<file path="src/hdl/smh_defs.svh">
// Constants of the submessage header framer: kind codes, flag bit
// positions, header layout and reset values.
// Assumes inclusion by its bare name from package and design files.
`ifndef SMH_DEFS_SVH
`define SMH_DEFS_SVH

// Kind codes that the framer knows by name.
`define SMH_KIND_PAD 8'h01
`define SMH_KIND_ACKNACK 8'h06
`define SMH_KIND_HEARTBEAT 8'h07
`define SMH_KIND_GAP 8'h08
`define SMH_KIND_INFO_TS 8'h09
`define SMH_KIND_INFO_SRC 8'h0C
`define SMH_KIND_INFO_RIP4 8'h0D
`define SMH_KIND_INFO_DST 8'h0E
`define SMH_KIND_INFO_REPLY 8'h0F
`define SMH_KIND_NACK_FRAG 8'h12
`define SMH_KIND_HB_FRAG 8'h13
`define SMH_KIND_DATA 8'h15
`define SMH_KIND_DATA_FRAG 8'h16

// Flag bit positions inside the flags octet.
`define SMH_FLG_ENDIAN 0
`define SMH_FLG_FINAL 1
`define SMH_FLG_LIVE 2
`define SMH_FLG_QOS 1
`define SMH_FLG_DATA 2
`define SMH_FLG_KEY 3
`define SMH_FLG_NSTD 4

// Header layout: byte indices and sizes.
`define SMH_HDR_KIND 2'h0
`define SMH_HDR_FLAGS 2'h1
`define SMH_HDR_LEN_A 2'h2
`define SMH_HDR_LEN_B 2'h3
`define SMH_XFL_LEN 16'h0002
`define SMH_XFL_BYTE 8'h00

// Reset values.
`define SMH_RST_BYTE 8'h00
`define SMH_RST_WORD 16'h0000

`endif

</file>
<file path="src/hdl/smh_pkg.sv">
// Types shared by the submessage header framer files.
// Assumes smh_defs.svh sits on the include path.
`include "smh_defs.svh"

package smh_pkg;

    // Framer states.
    typedef enum logic [1:0] {
        SMH_IDLE = 2'b00,
        SMH_HDR = 2'b01,
        SMH_XFL = 2'b10,
        SMH_BODY = 2'b11
    } smh_state_t;

    // Complete state of the framer.
    typedef struct packed {
        smh_state_t st;
        logic [1:0] idx;
        logic [15:0] rem;
        logic [7:0] kind;
        logic [7:0] flg;
        logic [15:0] len;
        logic le;
        logic xflg;
        logic open_end;
        logic [7:0] dat;
        logic vld;
        logic lst;
        logic hb_owed;
        logic err;
    } smh_regs_t;

endpackage

</file>
<file path="src/hdl/smh_flag_build.sv">
// Flags octet builder: places each flag at its bit for the given kind.
// Assumes purely combinational use inside the framer.
`timescale 1ns/100ps
`include "smh_defs.svh"

module smh_flag_build
    import smh_pkg::*;
(
    input wire logic [7:0] kind,
    input wire logic le,
    input wire logic fin,
    input wire logic live,
    input wire logic qos,
    input wire logic dpres,
    input wire logic kpres,
    input wire logic nstd,
    output logic [7:0] flags
);

    // Bits not defined for a kind stay zero; endianness is always bit 0.
    always_comb begin
        flags = `SMH_RST_BYTE;
        flags[`SMH_FLG_ENDIAN] = le;
        case (kind)
            `SMH_KIND_ACKNACK: begin
                flags[`SMH_FLG_FINAL] = fin;
            end
            `SMH_KIND_HEARTBEAT: begin
                flags[`SMH_FLG_FINAL] = fin;
                flags[`SMH_FLG_LIVE] = live;
            end
            `SMH_KIND_DATA: begin
                flags[`SMH_FLG_QOS] = qos;
                flags[`SMH_FLG_DATA] = dpres;
                flags[`SMH_FLG_KEY] = kpres;
                flags[`SMH_FLG_NSTD] = nstd;
            end
            default: begin
                flags[`SMH_FLG_ENDIAN] = le;
            end
        endcase
    end

endmodule

</file>
<file path="src/hdl/smh_framer.sv">
// Submessage framer: turns a user request into a header, optional
// extra-flags field and body bytes on an octet stream.
// Assumes user ports and tx_ready come from logic on ref_clk.
//
// Behaviour
// - Header: kind, flags, 16-bit length, contents.
// - Length counts contents up to next header.
// - Named kind codes have fixed values.
// - Flags bit 0 selects byte order.
// - Unused flag bits sent zero, ignored.
// - Zero length marks last submessage; framer sends header only unless req_last is set on a kind other than pad or timestamp.
// - Acknack final clear demands a heartbeat.
// - Data flags bit 1: inline QoS present.
// - Data flags bit 2: data present.
// - Data flags bit 3: key present.
// - Data extra flags sent as zero.
`timescale 1ns/100ps
`include "smh_defs.svh"

module smh_framer
    import smh_pkg::*;
(
    input wire logic ref_clk,
    input wire logic rst,
    input wire logic ce,
    input wire logic req_valid,
    output logic req_ready,
    input wire logic [7:0] req_kind,
    input wire logic [15:0] req_len,
    input wire logic req_last,
    input wire logic req_le,
    input wire logic req_fin,
    input wire logic req_live,
    input wire logic req_qos,
    input wire logic req_dpres,
    input wire logic req_kpres,
    input wire logic req_nstd,
    output logic req_err,
    input wire logic pl_valid,
    output logic pl_ready,
    input wire logic [7:0] pl_data,
    input wire logic pl_last,
    output logic [7:0] tx_data,
    output logic tx_valid,
    output logic tx_last,
    input wire logic tx_ready,
    input wire logic ack_rcv,
    input wire logic ack_final,
    output logic hb_owed
);

    ////////////////////////////////////////////////////////////////////
    smh_regs_t q;
    smh_regs_t n;
    logic [7:0] flag_octet;
    logic adv;
    logic bad;
    logic zero_ok;

    // Flags octet for the request at the user port.
    smh_flag_build u_flags (
        .kind(req_kind),
        .le(req_le),
        .fin(req_fin),
        .live(req_live),
        .qos(req_qos),
        .dpres(req_dpres),
        .kpres(req_kpres),
        .nstd(req_nstd),
        .flags(flag_octet)
    );

    // Handshakes; the output register advances when empty or taken.
    assign adv = !q.vld || tx_ready;
    assign req_ready = ce && (q.st == SMH_IDLE);
    assign pl_ready = ce && (q.st == SMH_BODY) && adv;
    assign tx_valid = ce && q.vld;
    assign tx_data = q.dat;
    assign tx_last = q.lst;
    assign hb_owed = q.hb_owed;
    assign req_err = q.err;

    // Pad and timestamp may carry a zero length without ending a message.
    assign zero_ok = (req_kind == `SMH_KIND_PAD) ||
        (req_kind == `SMH_KIND_INFO_TS);
    // Both payload kinds at once, or too short for extra flags, refused.
    assign bad = (req_kind == `SMH_KIND_DATA) &&
        ((req_dpres && req_kpres) ||
        (req_len != `SMH_RST_WORD && req_len < `SMH_XFL_LEN));

    ////////////////////////////////////////////////////////////////////
    // Next-state logic for the whole framer.
    always_comb begin
        n = q;
        n.err = 1'b0;
        if (adv) begin
            n.vld = 1'b0;
        end
        case (q.st)
            SMH_IDLE: begin
                if (req_valid && bad) begin
                    n.err = 1'b1;
                end else if (req_valid) begin
                    // Protocol, reserved and vendor kinds pass unchanged.
                    n.kind = req_kind;
                    n.flg = flag_octet;
                    n.len = req_len;
                    n.rem = req_len;
                    n.le = req_le;
                    n.xflg = (req_kind == `SMH_KIND_DATA);
                    // Zero length on other kinds runs to end of message when req_last is set.
                    n.open_end = (req_len == `SMH_RST_WORD) &&
                        !zero_ok && req_last;
                    n.idx = `SMH_HDR_KIND;
                    n.st = SMH_HDR;
                    if (req_kind == `SMH_KIND_HEARTBEAT) begin
                        n.hb_owed = 1'b0;
                    end
                end
            end
            SMH_HDR: begin
                if (adv) begin
                    n.vld = 1'b1;
                    n.lst = 1'b0;
                    n.idx = q.idx + 2'h1;
                    case (q.idx)
                        `SMH_HDR_KIND: n.dat = q.kind;
                        `SMH_HDR_FLAGS: n.dat = q.flg;
                        `SMH_HDR_LEN_A: n.dat = q.le ? q.len[7:0] :
                            q.len[15:8];
                        default: n.dat = q.le ? q.len[15:8] : q.len[7:0];
                    endcase
                    if (q.idx == `SMH_HDR_LEN_B) begin
                        n.idx = `SMH_HDR_KIND;
                        if (q.xflg && (q.rem != `SMH_RST_WORD || q.open_end))
                        begin
                            n.st = SMH_XFL;
                        end else if (q.rem == `SMH_RST_WORD && !q.open_end)
                        begin
                            n.lst = 1'b1;
                            n.st = SMH_IDLE;
                        end else begin
                            n.st = SMH_BODY;
                        end
                    end
                end
            end
            SMH_XFL: begin
                // Two zero octets of extra flags lead the data contents.
                if (adv) begin
                    n.vld = 1'b1;
                    n.lst = 1'b0;
                    n.dat = `SMH_XFL_BYTE;
                    n.idx = q.idx + 2'h1;
                    if (!q.open_end) begin
                        n.rem = q.rem - 16'h0001;
                    end
                    if (q.idx == `SMH_HDR_FLAGS) begin
                        n.idx = `SMH_HDR_KIND;
                        if (q.rem == 16'h0001 && !q.open_end) begin
                            n.lst = 1'b1;
                            n.st = SMH_IDLE;
                        end else begin
                            n.st = SMH_BODY;
                        end
                    end
                end
            end
            SMH_BODY: begin
                if (adv && pl_valid) begin
                    n.vld = 1'b1;
                    // Contents, offset fields included, go out untouched.
                    n.dat = pl_data;
                    if (q.open_end) begin
                        n.lst = pl_last;
                        if (pl_last) begin
                            n.st = SMH_IDLE;
                        end
                    end else begin
                        n.rem = q.rem - 16'h0001;
                        n.lst = (q.rem == 16'h0001);
                        // A counted body never runs past its length field.
                        if (q.rem == 16'h0001) begin
                            n.st = SMH_IDLE;
                        end
                    end
                end
            end
            default: begin
                n.st = SMH_IDLE;
            end
        endcase
        // A new demand wins over the clear by a heartbeat in one cycle.
        if (ack_rcv && !ack_final) begin
            n.hb_owed = 1'b1;
        end
    end

    ////////////////////////////////////////////////////////////////////
    // State register; clock enable low freezes everything.
    always_ff @(posedge ref_clk) begin
        if (rst) begin
            q <= '0;
        end else if (ce) begin
            q <= n;
        end
    end
endmodule

</file>
<file path="config.mk">
export PLATFORM = sky130hd
export DESIGN_NAME = smh_framer
export DESIGN_NICKNAME = d
export VERILOG_FILES = /design/src/hdl/smh_pkg.sv /design/src/hdl/smh_flag_build.sv /design/src/hdl/smh_framer.sv
export VERILOG_INCLUDE_DIRS = /design/src /design/src/hdl
export SDC_FILE = /design/constraint.sdc
export NUM_CORES = 1
export LEC_CHECK = 0
export ABC_AREA = 1
export CORE_ASPECT_RATIO = 0.75
export CORE_UTILIZATION = 47
export CTS_CLUSTER_DIAMETER = 100
export CTS_CLUSTER_SIZE = 30
export DETAILED_ROUTE_END_ITERATION = 7
export DONT_BUFFER_PORTS = 1
export PLACE_DENSITY = 0.6
export SETUP_SLACK_MARGIN = 0.3
export SLEW_MARGIN = 10
export SYNTH_ARGS = -nofsm -noshare
export SYNTH_HDL_FRONTEND = slang
export SYNTH_SLANG_ARGS = --single-unit
</file>
<file path="constraint.sdc">
create_clock -name ref_clk -period 1.95 [get_ports ref_clk]
set_input_delay 0.195 -clock ref_clk [delete_from_list [all_inputs] [get_ports ref_clk]]
set_output_delay 0.195 -clock ref_clk [all_outputs]
set_load 0.1 [all_outputs]
</file>
* After elaboration in Yosys (flattened, before gate mapping)
Index checks and enable logic that the tools add are counted. Widths: inputs -> output; s select.
Word-level totals: register bits after elaboration 64, bits in latches 0, memory bits (writable) 0, ROM bits 0, bits of input ports 49, output and inout port bits 14, logic and storage cells 123, memories 0
Cells by class: add/sub/neg operators 2, multiply operators 0, div/mod/pow operators 0, order comparisons 1, eq/ne operators 22, shifts and indexed selects 0, mux-type cells 41, bitwise gates (word level) 1, reduce and logical (&&, ||, !) cells 42
Operator list (number):
- $mux 55 | 2
- $pmux 16 s3 | 1
- $logic_not 16->1 | 2
- $mux 16 | 2
- $reduce_bool 16->1 | 2
- $mux 10 | 3
- $pmux 10 s3 | 1
- $pmux 8 s3 | 1
- $mux 20 | 1
- $mux 2 | 9
- $eq 16x1->1 const B | 1
- $eq 8x3->1 const B | 2
- $lt 16x2->1 const B | 1
- $mux 8 | 2
- $sub 16x1->16 const B | 1
- $logic_and 1x1->1 | 15
- $mux 1 | 12
- $mux 4 | 3
- $ne 2x2->1 const B | 6
- $reduce_and 6->1 | 2
- $reduce_and 10->1 | 1
- $reduce_and 5->1 | 2
- $reduce_bool 3->1 | 3
- $eq 2x2->1 const B | 4
- other kinds (18) | 30

* Depth between registers and ports, before layout
word-level depth 8, depth in mapped cells 13, depth with buffers taken out 13

* Cells and area by module
From an unflattened synthesis, not the netlist that was laid out.
Unflattened totals: cells, all modules 683, area, all modules 4299.1 µm²
By module, submodules not included:
- smh_framer | instances 1, cells each 648, area an instance 4142.7 µm², seq. area each 1341.3 µm²
- smh_flag_build | instances 1, cells each 35, area an instance 156.4 µm², seq. area each 0.0 µm²

* Worst setup path before layout
Ideal clock, no wire load.
path type register to output, start register q[66] (netlist bit), end output port pl_ready, arrival time 2.737 ns, data required time 1.755 ns, path slack -0.982 ns, cell stages (with the launch flop) 4, buffers on the path 0, cells stage by stage dfxtp_1 > ha_1 > inv_1 > nor3_1
Between the ends: word-level cells in the longest chain between the ends 3
Ends and longest elaborated chain:
- from (decl) | RTL line smh_framer.sv:53 | smh_regs_t q;
- from (signal assigned) | RTL line smh_framer.sv:205 | q <= n;
- $eq 2x2->1 | RTL line smh_framer.sv:76 | assign pl_ready = ce && (q.st == SMH_BODY) && adv;
- $logic_and 1x1->1 (2 in series) | RTL line smh_framer.sv:76
- to (decl) | RTL line smh_framer.sv:40 | output logic pl_ready,
No other way between the ends.

* Final worst setup path
Ends and elaborated chain as after synthesis.

==> reports/results.ini <==
[status]
status=finished clean

[cells_and_area]
final_nets=745
final_util=0.6078
fill_cells=785
final_layout_size_suffix_gt1_frac=0.1642
layout_common_cells=nand2_1 (160), nor2_1 (93), inv_1 (68), o21ai_0 (68), dfxtp_1 (61)
final_common_cell=nand2_1
antenna_cells=0
syn_to_final_growth_pct=21.70

[die]
pin_count=63
die_x_um=109.3
die-area_sq_mm=0.009015
start_util=0.4994
rows=28
fp.dieH_um=82.48
coreArea_sq_mm=0.008128

[drt]
wl_um=11900
wl_per_cell_um=15.01
route.detailed.drc=0
firstDrtPassIters=5
vias=4255
viasPerCell=5.366
postRouteAntennaNets=0
drtIter0Drc=305

[yosys]
synthXorXnorAreaFrac=0.004316
yosys.cell_types.count=35
synth_area_sq_mm=0.004059
synth.avg_cell_area_sq_um=6.150
synth_compound_area_frac=0.1819
synth_mux_area_frac=0
ys_seq_elements=63
synthesis.nets=722
synth_top_family_by_area=simple AND/OR/NAND/NOR gates
yosysSeqAreaShare=0.3107
synthAdderAreaFrac=0.04007
yosysWarnings=0
syn_inst=660
yosys.area_share.simple=0.3385

[critical_path]
cp_data_required_time_ns=1.75
cpPeakStageDelay_ns=0.41
crit_type=flip-flop to output port
slowest_stage=dfxtp_4
critPathCaptureType=output port
critical_path.cell_chain=ha_4 > inv_1 > nor3_4 > buf_12
cp_max_fo=5
crit_buf_inv=2
startpoint_type=flip-flop
cp_top_family=flip-flops
arrival_ns=1.48

[global_routing]
antenna_found_initial=0
gr-total-overflow=0
grt_pass1_vias=3838
grt_max_degree=45
grt_first_pass_wirelength_um=18990
track_usage=0.2795

[clock_network]
insertion_delay_ns=0.33
clk_pin_slew_ns=0.05
cts_made_buffers=9
cts_tree=built
cts_max_level=3
cts.sinks=63
clockBufferDepth=2
cts_root_buf=clkbuf_16

[sta]
hold_violations=0
setup_tns_ns=0
slew_headroom=0.7090
max_clock_freq_mhz=597.6
fin_ws_ns=0.2765
period_share=0.8582
finalCriticalPeriod_ns=1.673
clock_skew_ns=0.008338
maxSlewViolCount=0
rsz0062_at_grt=true
setup_viol=0
worstMarginPinSlew_ns=0.4365

[min_path]
hold_path.class=primary input to flip-flop

[placed_design]
post-place-ws_ns=0.2289
io_buffers=0
place_congestion=0.9114
dp_hpwl_um=8324

[pwr]
report.power.total_uw=4941
power_leakage_uw=0.002306
ir_drop_mv=0.7621
power_density_mw_per_mm2=1000

[job]
drv_cap=0

## cell families after synthesis
group,Yosys count
AO/OA/AOI/OAI,138
XOR/XNOR,2
adder cells (fa/ha/maj),13
buffers and inverters,116
flip-flops,63
AND/OR/NAND/NOR,328
## worst reg2reg max path, stage by stage (launching register included)
cell	delay (ns)
dfxtp_4	0.41
inv_6	0.06
ha_4	0.18
nor2_4	0.12
nor2_4	0.05
nor4_4	0.21
buf_4	0.19
buf_6	0.13
o21ai_0	0.08
a31oi_1	0.16
## cells in the mapped netlist, drive strengths merged
cell type	instances	area [sq um]
nand2	163	616.8
nor2	108	415.4
inv	82	307.8
o21ai	73	365.4
dfxtp	63	1261
a21oi	44	220.2
nand3	41	232.7
buf	23	156.4
ha	13	162.7
clkbuf	11	41.29
a31oi	9	56.30
nor3	8	40.04
o211ai	5	37.54
a22o	2	17.52
nand3b	2	15.01
nand4	2	12.51
nor4	2	27.53
o22ai	2	12.51
xor2	2	17.52
a211oi	1	12.51
a221oi	1	8.760
and3	1	6.260
nor3b	1	7.510
o21bai	1	7.510
## where the power goes
part           switching [uW]  total (uW)  leakage (uW)  internal [uW]
clock network             570        1500      0.000136            925
logic                    1220        1850       0.00165            635
registers                 139        1590      0.000518           1460
total                    1930        4940       0.00231           3020
## final timing paths
check | depth (start not counted) | slack [ns] | start | endpoint
worst max register to register | 9 | 0.28 | q[66]$_SDFFE_PP0P_ | tx_data[3]$_SDFFE_PP0P_
worst min-delay path | 2 | 0.008 | req_valid | req_err$_SDFFE_PP0P_
worst min register to register | 2 | 0.46 | q[13]$_SDFFE_PP0P_ | q[13]$_SDFFE_PP0P_
worst max-delay path | 4 | 0.28 | q[66]$_SDFFE_PP0P_ | pl_ready
## through the flow
stage                     cell area [sq um]  std cells  hold WS, ns
after global routing                   4940        793      0.01157
after detailed placement               4255        756       0.2667
final                                  4940        793     0.007995
after global placement                 4255        756       0.2655
after CTS                              4657        781     0.002049
after floorplan                        4103        660       0.2641
## flip-flops by register name (all words and copies together) (netlist names)
signal / flops
req_err: 1
q: 52
tx_data: 8
hb_owed: 1
tx_last: 1
## final cells by class
cell class,instances,area [sq um],share of cell area
clock buffer,13,260.3,0.05268
multi-input combinational,481,2484,0.5028
timing repair inverter,2,15.01,0.003040
timing repair buffer,44,434.2,0.08789
sequential,63,1269,0.2568
inverter,82,329.1,0.06662
clock inverter,3,17.52,0.003546
tap,105,131.4,0.02660
## what timing repair did
action,in CTS,in global routing
setup buffers,2,9
hold buffers,5,0
cloned,2,3
endpoints found under the setup margin,53,52
hold endpoints to repair,10,0
resized for setup,15,48
pin swaps,1,6
## routing by layer
metal / track usage / wire, um
met5: 0 / 0
met4: 0.07200 / 113
met3: 0.07221 / 1021
met2: 0.4119 / 4859
met1: 0.4019 / 5911
No activity file was read; power rests on OpenSTA's default activity.
